==> src/shared/pbl_defines.vh <==
// Purpose: Constants for the panel button and LED bar sequencer
// Assumes: 250 MHz system clock
// Notes: Times are in milliseconds; cycle counts derive from them
`ifndef PBL_DEFINES_VH
`define PBL_DEFINES_VH
`define PBL_CLK_HZ 250000000
`define PBL_MS_CYCLES (`PBL_CLK_HZ / 1000)
`define PBL_DEBOUNCE_MS 20
`define PBL_PWR_FIRST_MS 1500
`define PBL_PWR_ALL_MS 1000
`define PBL_HOLD_MS 1000
`define PBL_LASER_HOLD_MS 5000
`define PBL_RESULT_MS 2000
`define PBL_CONFIRM_TMO_MS 10000
`define PBL_STEP_MS 200
`define PBL_TWINKLE_MS 100
`define PBL_QFLASH_MS 100
`define PBL_FW_BLINK_MS 500
`define PBL_LED_OFF 5'h00
`define PBL_LED_ALL 5'h1F
`define PBL_LED_135 5'h15
`define PBL_LED_3 5'h04
`define PBL_LED_45 5'h18
`define PBL_LED_12 5'h03
`define PBL_LED_1245 5'h1B
`define PBL_LED_SWEEP_TOP 5'h10
`define PBL_LED_SWEEP_BOT 5'h01
`endif

==> src/hw/pbl_sequencer.v <==
// Purpose: Front-panel button reader and five-LED bar sequencer
// Assumes: Buttons active high from pins; transfer engine and
//   measurement logic share sys_clk_in
// Notes: bar_led_out bit 0 is LED 1, bit 4 is LED 5
`timescale 1ns/100ps
`include "pbl_defines.vh"

// Operation
// [RL1] Power-up shows LEDs 3,5,1, then adds 2,4, then all off.
// [RL2] One quality flash per package; no flash on no-dimension result.
// [RL3] First press arms wait-for-confirm; all five LEDs twinkle fast.
// [RL4] Confirm sweeps LEDs: save 5 to 1, restore 1 to 5.
// [RL5] During transfer only LED 3 lit steadily yellow.
// [RL6] Success lights LEDs 4 and 5 green two seconds, then off.
// [RL7] Failure lights LEDs 1 and 2 red two seconds.
// [RL8] Firmware update: LEDs 1,2,4,5 on, LED 3 blinks.
// [RL9] Five-second laser hold toggles laser; all LEDs on, dark after.
// [RL10] Initiate needs hold of one second; twinkle starts on release.
// [RL11] Confirm is a press of same button shorter than one second.
// [RL12] A single press never starts save or restore.
// [RL13] Operator repeats both presses if no sweep appears.
// [RL14] Down arrow selects save; other arrow selects restore.
// [RL15] Disabled buttons start no action.
// [RL16] Laser button held at power-up selects recovery mode.
// [RL17] Operator unlocks module write protect before a save.
// [RL18] Missing confirm within timeout returns to idle.
// [RL19] Buttons debounced; durations timed by millisecond tick.
module pbl_sequencer #(
  parameter CONFIRM_TMO_MS = `PBL_CONFIRM_TMO_MS,
  parameter MS_CYCLES = `PBL_MS_CYCLES
) (
  input wire sys_clk_in,
  input wire reset_n_in,
  input wire btn_down_in,
  input wire btn_up_in,
  input wire btn_laser_in,
  input wire buttons_enable_in,
  input wire package_done_in,
  input wire no_dimension_result_in,
  input wire quality_good_in,
  input wire fw_update_in,
  input wire xfer_busy_in,
  input wire xfer_done_in,
  input wire xfer_ok_in,
  output reg [4:0] bar_led_out,
  output reg led_green_out,
  output reg led_red_out,
  output reg led_yellow_out,
  output reg xfer_start_out,
  output reg xfer_save_out,
  output reg laser_on_out,
  output reg recovery_mode_out
);
  localparam S_PWR1 = 4'd0;
  localparam S_PWR2 = 4'd1;
  localparam S_IDLE = 4'd2;
  localparam S_HOLD = 4'd3;
  localparam S_WAIT = 4'd4;
  localparam S_CONF = 4'd5;
  localparam S_SWEEP = 4'd6;
  localparam S_XFER = 4'd7;
  localparam S_OK = 4'd8;
  localparam S_FAIL = 4'd9;
  localparam S_LASER = 4'd10;
  localparam S_QFLASH = 4'd11;
  localparam S_REL = 4'd12;

  reg rst_s1_reg, rst_s2_reg;
  wire rst_n;
  reg [2:0] pin_s1_reg, pin_s2_reg;
  reg [2:0] btn_reg;
  reg [17:0] db_cnt_reg [0:2];
  reg [27:0] pre_reg;
  reg ms_tick_reg;
  reg [13:0] ms_cnt_reg;
  reg [3:0] state_reg;
  reg [2:0] step_reg;
  reg dir_save_reg;
  reg strap_done_reg;
  reg [6:0] blink_reg;
  reg fw_blink_reg;
  reg [8:0] fw_cnt_reg;
  reg tw_reg;
  reg q_good_reg;
  reg armed_btn_reg;
  wire any_btn;
  wire sel_btn;
  genvar gi;

  // Reset release through two flops
  always @(posedge sys_clk_in or negedge reset_n_in) begin
    if (!reset_n_in) begin
      rst_s1_reg <= 1'b0;
      rst_s2_reg <= 1'b0;
    end else begin
      rst_s1_reg <= 1'b1;
      rst_s2_reg <= rst_s1_reg;
    end
  end
  assign rst_n = rst_s2_reg;

  // Pin synchronisers; first stage feeds only the second
  always @(posedge sys_clk_in or negedge rst_n) begin
    if (!rst_n) begin
      pin_s1_reg <= 3'h0;
      pin_s2_reg <= 3'h0;
    end else begin
      pin_s1_reg <= {btn_laser_in, btn_up_in, btn_down_in};
      pin_s2_reg <= pin_s1_reg;
    end
  end

  // Millisecond tick from the system clock
  always @(posedge sys_clk_in or negedge rst_n) begin
    if (!rst_n) begin
      pre_reg <= 28'h0000000;
      ms_tick_reg <= 1'b0;
    end else if (pre_reg == MS_CYCLES - 1) begin
      pre_reg <= 28'h0000000;
      ms_tick_reg <= 1'b1; // RL19
    end else begin
      pre_reg <= pre_reg + 28'h0000001;
      ms_tick_reg <= 1'b0;
    end
  end

  // Debounce: level must stand for the debounce time before it counts
  generate
    for (gi = 0; gi < 3; gi = gi + 1) begin : g_db
      always @(posedge sys_clk_in or negedge rst_n) begin
        if (!rst_n) begin
          db_cnt_reg[gi] <= 18'h00000;
          btn_reg[gi] <= 1'b0;
        end else if (pin_s2_reg[gi] == btn_reg[gi]) begin
          db_cnt_reg[gi] <= 18'h00000;
        end else if (ms_tick_reg) begin
          if (db_cnt_reg[gi] == `PBL_DEBOUNCE_MS - 1) begin
            btn_reg[gi] <= pin_s2_reg[gi]; // RL19
            db_cnt_reg[gi] <= 18'h00000;
          end else begin
            db_cnt_reg[gi] <= db_cnt_reg[gi] + 18'h00001;
          end
        end
      end
    end
  endgenerate

  assign any_btn = |btn_reg;
  // Button chosen at initiation; confirm must match it
  assign sel_btn = armed_btn_reg ? btn_reg[0] : btn_reg[1];

  // Twinkle restarts lit on entry, so a short confirm window never misses it
  always @(posedge sys_clk_in or negedge rst_n) begin
    if (!rst_n) begin
      blink_reg <= 7'h00;
      tw_reg <= 1'b1;
    end else if (state_reg != S_WAIT && state_reg != S_CONF) begin
      blink_reg <= 7'h00;
      tw_reg <= 1'b1;
    end else if (ms_tick_reg) begin
      if (blink_reg == `PBL_TWINKLE_MS - 1) begin
        blink_reg <= 7'h00;
        tw_reg <= ~tw_reg; // RL3
      end else begin
        blink_reg <= blink_reg + 7'h01;
      end
    end
  end

  // Main sequencer; ms_cnt_reg times every stage but idle, transfer and release
  always @(posedge sys_clk_in or negedge rst_n) begin
    if (!rst_n) begin
      state_reg <= S_PWR1;
      ms_cnt_reg <= 14'h0000;
      step_reg <= 3'h0;
      dir_save_reg <= 1'b0;
      armed_btn_reg <= 1'b0;
      strap_done_reg <= 1'b0;
      recovery_mode_out <= 1'b0;
      laser_on_out <= 1'b1;
      xfer_start_out <= 1'b0;
      xfer_save_out <= 1'b0;
      q_good_reg <= 1'b0;
    end else begin
      xfer_start_out <= 1'b0;
      if (ms_tick_reg && ms_cnt_reg != 14'h3FFF)
        ms_cnt_reg <= ms_cnt_reg + 14'h0001;
      // Strap caught after synchroniser and debounce settle
      if (!strap_done_reg && state_reg == S_PWR1 && ms_cnt_reg == `PBL_DEBOUNCE_MS * 2) begin
        strap_done_reg <= 1'b1;
        recovery_mode_out <= btn_reg[2]; // RL16
      end
      case (state_reg)
        S_PWR1: begin
          if (ms_cnt_reg >= `PBL_PWR_FIRST_MS) begin
            state_reg <= S_PWR2; // RL1
            ms_cnt_reg <= 14'h0000;
          end
        end
        S_PWR2: begin
          if (ms_cnt_reg >= `PBL_PWR_ALL_MS && !any_btn) begin
            state_reg <= S_IDLE; // RL1
            ms_cnt_reg <= 14'h0000;
          end
        end
        S_IDLE: begin
          ms_cnt_reg <= 14'h0000;
          if (buttons_enable_in && any_btn) begin // RL15
            state_reg <= btn_reg[2] ? S_LASER : S_HOLD;
            armed_btn_reg <= btn_reg[0];
            dir_save_reg <= btn_reg[0]; // RL14
          end else if (package_done_in && !no_dimension_result_in) begin
            state_reg <= S_QFLASH; // RL2
            q_good_reg <= quality_good_in;
          end
        end
        S_QFLASH: begin
          if (ms_cnt_reg >= `PBL_QFLASH_MS)
            state_reg <= S_IDLE;
        end
        S_HOLD: begin
          if (!sel_btn) begin
            // Arm only after a long hold is released
            state_reg <= (ms_cnt_reg >= `PBL_HOLD_MS && buttons_enable_in) ? S_WAIT : S_IDLE; // RL10
            ms_cnt_reg <= 14'h0000;
          end
        end
        S_WAIT: begin
          if (!buttons_enable_in || ms_cnt_reg >= CONFIRM_TMO_MS) begin
            state_reg <= S_IDLE; // RL18
          end else if (sel_btn) begin
            state_reg <= S_CONF; // RL3
            ms_cnt_reg <= 14'h0000;
          end
        end
        S_CONF: begin
          if (!sel_btn) begin
            ms_cnt_reg <= 14'h0000;
            step_reg <= 3'h0;
            // Long second press is no confirm; start over
            state_reg <= (ms_cnt_reg < `PBL_HOLD_MS) ? S_SWEEP : S_IDLE; // RL11 RL12
          end
        end
        S_SWEEP: begin
          if (!buttons_enable_in) begin
            state_reg <= S_IDLE; // RL15
          end else if (ms_cnt_reg >= `PBL_STEP_MS) begin
            ms_cnt_reg <= 14'h0000;
            if (step_reg == 3'd4) begin
              state_reg <= S_XFER;
              xfer_start_out <= 1'b1;
              xfer_save_out <= dir_save_reg; // RL14
            end else begin
              step_reg <= step_reg + 3'h1; // RL4
            end
          end
        end
        S_XFER: begin
          if (xfer_done_in) begin
            state_reg <= xfer_ok_in ? S_OK : S_FAIL;
            ms_cnt_reg <= 14'h0000;
          end
        end
        S_OK, S_FAIL: begin
          if (ms_cnt_reg >= `PBL_RESULT_MS)
            state_reg <= S_IDLE; // RL6 RL7
        end
        S_LASER: begin
          if (!btn_reg[2]) begin
            state_reg <= S_IDLE;
          end else if (ms_cnt_reg >= `PBL_LASER_HOLD_MS) begin
            laser_on_out <= ~laser_on_out; // RL9
            state_reg <= S_REL;
          end
        end
        S_REL: begin
          // Lamps dark until every button is let go, so one hold toggles once
          if (!any_btn)
            state_reg <= S_IDLE; // RL9
        end
        default: state_reg <= S_IDLE;
      endcase
    end
  end

  // Slow firmware blink counter, separate so the fast one stays short
  always @(posedge sys_clk_in or negedge rst_n) begin
    if (!rst_n) begin
      fw_cnt_reg <= 9'h000;
      fw_blink_reg <= 1'b0;
    end else if (ms_tick_reg) begin
      if (fw_cnt_reg == `PBL_FW_BLINK_MS - 1) begin
        fw_cnt_reg <= 9'h000;
        fw_blink_reg <= ~fw_blink_reg; // RL8
      end else begin
        fw_cnt_reg <= fw_cnt_reg + 9'h001;
      end
    end
  end

  // Lamp pattern per state; registered so the pins never glitch
  always @(posedge sys_clk_in or negedge rst_n) begin
    if (!rst_n) begin
      bar_led_out <= `PBL_LED_OFF;
      led_green_out <= 1'b0;
      led_red_out <= 1'b0;
      led_yellow_out <= 1'b0;
    end else begin
      led_green_out <= !fw_update_in && (state_reg == S_OK || (state_reg == S_QFLASH && q_good_reg)); // RL6
      led_red_out <= !fw_update_in && (state_reg == S_FAIL || (state_reg == S_QFLASH && !q_good_reg)); // RL7
      led_yellow_out <= !fw_update_in && state_reg == S_XFER && xfer_busy_in; // RL5
      if (fw_update_in) begin
        bar_led_out <= `PBL_LED_1245 | (fw_blink_reg ? `PBL_LED_3 : `PBL_LED_OFF); // RL8
      end else begin
        case (state_reg)
          S_PWR1: bar_led_out <= `PBL_LED_135; // RL1
          S_PWR2: bar_led_out <= `PBL_LED_ALL; // RL1
          S_WAIT, S_CONF: bar_led_out <= tw_reg ? `PBL_LED_ALL : `PBL_LED_OFF; // RL3
          S_SWEEP: begin
            bar_led_out <= dir_save_reg ? `PBL_LED_SWEEP_TOP >> step_reg : `PBL_LED_SWEEP_BOT << step_reg; // RL4
          end
          S_XFER: bar_led_out <= `PBL_LED_3; // RL5
          S_OK: bar_led_out <= `PBL_LED_45; // RL6
          S_FAIL: bar_led_out <= `PBL_LED_12; // RL7
          S_QFLASH: bar_led_out <= q_good_reg ? `PBL_LED_45 : `PBL_LED_12; // RL2
          S_LASER: bar_led_out <= `PBL_LED_ALL; // RL9
          default: bar_led_out <= `PBL_LED_OFF;
        endcase
      end
    end
  end
endmodule

==> config.mk <==
export PLATFORM = sky130hd
export DESIGN_NAME = pbl_sequencer
export DESIGN_NICKNAME = d
export VERILOG_FILES = /design/src/hw/pbl_sequencer.v
export VERILOG_INCLUDE_DIRS = /design/src /design/src/shared
export SDC_FILE = /design/constraint.sdc
export NUM_CORES = 1
export LEC_CHECK = 0
export ABC_AREA = 1
export BUFFER_PORTS_ARGS = -buffer_cell sky130_fd_sc_hd__buf_2
export CAP_MARGIN = 10
export CORE_ASPECT_RATIO = 1.25
export CORE_MARGIN = 2
export CORE_UTILIZATION = 50
export CTS_CLUSTER_DIAMETER = 40
export DETAILED_ROUTE_END_ITERATION = 6
export GPL_ROUTABILITY_DRIVEN = 0
export PLACE_DENSITY_LB_ADDON = 0.2
export SETUP_SLACK_MARGIN = 0.1
export SYNTH_ARGS = -nofsm -noshare
export SYNTH_HDL_FRONTEND = slang
export SYNTH_SLANG_ARGS = --single-unit
==> constraint.sdc <==
create_clock -name sys_clk_in -period 4.8 [get_ports sys_clk_in]
set_input_delay 0.72 -clock sys_clk_in [delete_from_list [all_inputs] [get_ports sys_clk_in]]
set_output_delay 0.72 -clock sys_clk_in [all_outputs]
set_load 0.01 [all_outputs]
== Word-level counts from Yosys, hierarchy flattened ==
Index checks and enable logic that the tools add are counted.

* Memories: 0
* Bits in read-only memories: 0
* Output and inout bits: 12
* RAM bits: 0
* Logic and storage cells: 209
* Bits in latches: 0
* Bits in registers: 148

* Add/subtract/negate cells: 8
* Magnitude comparators: 8
* Shift operators: 2
* Muxes and demuxes: 66
* Divide/modulo/power cells: 0
* Reduce and logical (&&, ||, !) cells: 46
* Equality and inequality tests: 42
* Bitwise logic cells: 7
* Multipliers: 0

{| class="wikitable"
|+ Operator list
! kind !! number
|-
| $mux 18 || 9
|-
| $mux 14 || 9
|-
| $pmux 14 s7 || 1
|-
| $mux 4 || 18
|-
| $add 18x1->18 const B || 3
|-
| $eq 18x5->1 const B || 3
|-
| $pmux 4 s12 || 1
|-
| $pmux 5 s8 || 1
|-
| $add 28x1->28 const B || 1
|-
| $eq 28x18->1 const B || 1
|-
| $ge 14x11->1 const B || 2
|-
| $mux 28 || 1
|-
| $mux 3 || 7
|-
| $mux 7 || 3
|-
| $eq 4x4->1 const B || 5
|-
| $mux 5 || 4
|-
| $ne 2x2->1 const B || 10
|-
| $eq 4x3->1 const B || 4
|-
| $ne 3x3->1 const B || 5
|-
| $reduce_and 3->1 || 5
|-
| $add 14x1->14 const B || 1
|-
| $eq 14x6->1 const B || 1
|-
| $ge 14x10->1 const B || 1
|-
| $ge 14x13->1 const B || 1
|-
| other kinds (33) || 82
|}

== Longest topological paths before layout ==
* Depth in word-level cells: 6
* Gate-level depth with buffers: 12
* Gate-level depth less buffers: 11

== Worst setup path after synthesis ==
Ideal clock, no wire load.

* Path type: input-to-reg
* From: input buttons_enable_in
* To: register ms_cnt_reg[10]
* Stages: 9
* Arrival time: 1.671 ns
* Slack: 3.004 ns
* Data required time: 4.674 ns
* Path through: buf_2 -> inv_1 -> a21oi_1 -> nand2_1 -> nand2_1 -> nand3_2 -> nor2_4 -> buf_6 -> a21oi_2

* Longest elaborated chain between the ends: 4

{| class="wikitable"
|+ Ends and longest elaborated chain
! what !! line !! source
|-
| start: declaration || pbl_sequencer.v:37 || <nowiki>input wire buttons_enable_in,</nowiki>
|-
| $logic_not 1->1 || n/a ||
|-
| $logic_or 1x1->1 || pbl_sequencer.v:229 || <nowiki>if (!buttons_enable_in || ms_cnt_reg >= CONFIRM_TMO_MS) begin</nowiki>
|-
| $mux 14 || pbl_sequencer.v:229 ||
|-
| $pmux 14 s7 (*) || pbl_sequencer.v:193 || <nowiki>case (state_reg)</nowiki>
|-
| end signal: assignment || pbl_sequencer.v:187 || <nowiki>ms_cnt_reg <= ms_cnt_reg + 14'h0001;</nowiki>
|-
| end: declaration || pbl_sequencer.v:75 || <nowiki>reg [13:0] ms_cnt_reg;</nowiki>
|}

Every way passes the cells marked *; elsewhere a longest branch is shown, timed or not.
A chain may end at the register's enable or synchronous reset.

== Worst setup path after layout ==
* From: register btn_reg[0]
* To: register db_cnt_reg[45] in the netlist's numbering

* Longest elaborated chain between the ends: 2

{| class="wikitable"
|+ Ends and longest elaborated chain
! what !! line !! source
|-
| start: declaration || pbl_sequencer.v:71 || <nowiki>reg [2:0] btn_reg;</nowiki>
|-
| start signal: indexed assignment || pbl_sequencer.v:138 || <nowiki>btn_reg[gi] <= pin_s2_reg[gi];</nowiki>
|-
| $eq 1x1->1 (*) || pbl_sequencer.v:134 || <nowiki>end else if (pin_s2_reg[gi] == btn_reg[gi]) begin</nowiki>
|-
| $mux 18 or $reduce_bool 2->1 (tied branches) || n/a ||
|-
| end signal: indexed assignment || pbl_sequencer.v:141 || <nowiki>db_cnt_reg[gi] <= db_cnt_reg[gi] + 18'h00001;</nowiki>
|-
| end: declaration || pbl_sequencer.v:72 || <nowiki>reg [17:0] db_cnt_reg [0:2];</nowiki>
|}

Marks and branches as above.

==> out/metrics.yaml <==
multi_input_area_um2: 4378
antenna-diode-count: 0
p_leak_nw: 4.524
die_w_um: 122.8
fp.dieH_um: 152.5
core_area_um2: 17360
arrival_ns: 2.31
fillers: 1635
grt_pass1_vias: 7443
die-area_um2: 18720
drt_iter0_markers: 539
grtUsageMet2: 0.3925
portBuffers: 24
area_delta_synth_final_pct: 11.18
clk_latency_ns: 0.42
irDropWorstVdd_uv: 199.8
reg2reg_slack_ns: 2.80
largest_register_ffs: 54
use_met3: 0.03144
synth_edf_count: 0
crit_fanout: 17
cts_root_buffer: "clkbuf_16"
cts_setup_buffers: 0
start_kind: "flop"
seq_area_frac_synth: 0.4203
p_per_area_nw_per_um2: 277.7
htreeDepth: 4
fin_crit_sh: 0.4174
synthCells: 1193
antenna_found_initial: 0
drive_above_1_share: 0.09201
start_util: 0.5078
required_ns: 5.10
syn-num-nets: 1219
top_usage_layer: "met2"
postRouteAntennaNets: 0
final_common_cell: "nand2_1"
worstHoldPathType: "primary input to async pin"
drc: 0
overflow: 0
io_pins: 25
rsz0062_at_grt: "no"
wl_per_cell_um: 13.59
ys_ff_latch: 148
hpwl_um: 14700
fmax_ghz: 0.4991
synth_area_um2: 8817
use_met1: 0.2758
layout.nets: 1252
regArea_um2: 3710
grt_max_degree: 58
numClockSinks: 148
timing.final.ws_setup_ns: 2.796
mostFrequentLayoutCells: "nand2_1 (281), inv_1 (168), nor2_1 (147), dfrtp_1 (145), nand3_1 (81)"
clk_path_buf_depth: 2
grt_pass1_wl_um: 33900
cts_hold_buf: 0
numCtsBuffers: 17
vias: 7677
worst_pin_slew_ns: 0.9987
cts_tree: "yes"
finalSetupViolCount: 0
drt_first_pass_iters: 5
synth_area_per_cell_um2: 7.391
ys_types: 47
outcome: "finished clean"
rr_worst_depth: 8
setup_tns_ns: 0
synth_top_flop_cell: "dfrtp_1"
ys_warn_count: 0
rows: 54
grt_usage: 0.2251
ctsResizeCount: 0
vias_per_cell: 5.247
finalClockSkew_ns: 0.009554
end_kind: "flop"
slew_viol_final: 0
place_ws_ns: 2.685
cap_viol_max_count: 0
r2r_end: "db_cnt_reg[45]"
path_class: "flop to flop"
drt_wl_total_um: 19880
async_reset_ff_frac: 1.000
maxSlewHeadroom: 0.3318
clkTransAtPathRegs_ns: 0.06
fin_crit_ns: 2.004
hold_viol: 0
r2r_start: "btn_reg[0]"
==> per-layer routing <==
layer  part of all wire  wire [um]  vias up
met5                  0          0        -
met4              0.023        449        0
met3              0.027        535       37
met2               0.52      10260      156
met1               0.43       8633     3577
li1                   -          -     3907
==> report_power, final <==
group / switching (mW) / total (mW) / internal [mW]
Sequential: 0.0108 / 1.26 / 1.25
Combinational: 0.0343 / 0.0425 / 0.00822
Clock: 0.520 / 1.42 / 0.897
==> cell type report <==
cell class              instances  area share
clock buffers                  20     0.04659
clock inverters                12     0.01825
inverters                     175     0.06701
multi-input cells             857      0.4466
flip-flops and latches        148      0.3784
well taps                     224     0.02859
repair buffers                 27     0.01455
==> cell usage after synthesis, types with 8 or more instances <==
cell     number  area [um2]
inv_1       168       630.6
nand4_1      41       256.5
xor2_1       51       446.7
ha_1         13       162.7
nand2_1     281        1055
nor3_1       50       250.2
o21ai_0      67       335.3
nor2_1      147       551.8
o22ai_1       8       50.05
dfrtp_1     146        3654
nand3_1      81       405.4
a21oi_1      29       145.1
a21oi_2      10       87.58
nor2_4        9       101.4
xnor2_1       9       78.83
nand2_2      11       68.82
==> worst max path at each step <==
stage | endpoint | from
after detailed placement | ms_cnt_reg[11] | buttons_enable_in
after CTS | db_cnt_reg[45] | btn_reg[0]
final | db_cnt_reg[45] | btn_reg[0]
after global routing | db_cnt_reg[45] | btn_reg[0]
after global placement | ms_cnt_reg[12] | buttons_enable_in
after floorplan | armed_btn_reg | rst_n
==> cells by family (layout without fill, tap and decap cells) <==
group	after synthesis	after routing	share of synthesized area
XOR/XNOR	61	61	0.06145
adder cells (fa/ha/maj)	13	13	0.01845
other	1	1	0.0004253
buffers and inverters	188	234	0.08316
multiplexers	2	2	0.002271
AND/OR/NAND/NOR	650	650	0.3287
flip-flops	148	148	0.4203
AO/OA/AOI/OAI	130	130	0.08529
==> critical path, cell delays in order, from the launching register on <==
cell     delay [ns]
dfrtp_1        0.39
xor2_1         0.58
nand2_2        0.38
nand3_1        0.21
nor2_1         0.08
nand3_1        0.09
nand2_1        0.06
nand2_1        0.05
nor2_1         0.04
==> metrics by stage <==
step	cells	power (mW)	area, um2	util	hold WS (ns)
floorplan	1193	1.309	8817	-	0.3312
global placement	1431	1.330	9168	0.5280	0.3354
detailed placement	1431	1.330	9168	0.5280	0.3364
CTS	1463	2.756	9803	0.5646	0.05619
global route	1463	2.817	9803	0.5646	0.06159
finish	1463	2.722	9803	0.5646	0.07818
Note: power is estimated with default switching activity, not from simulation.
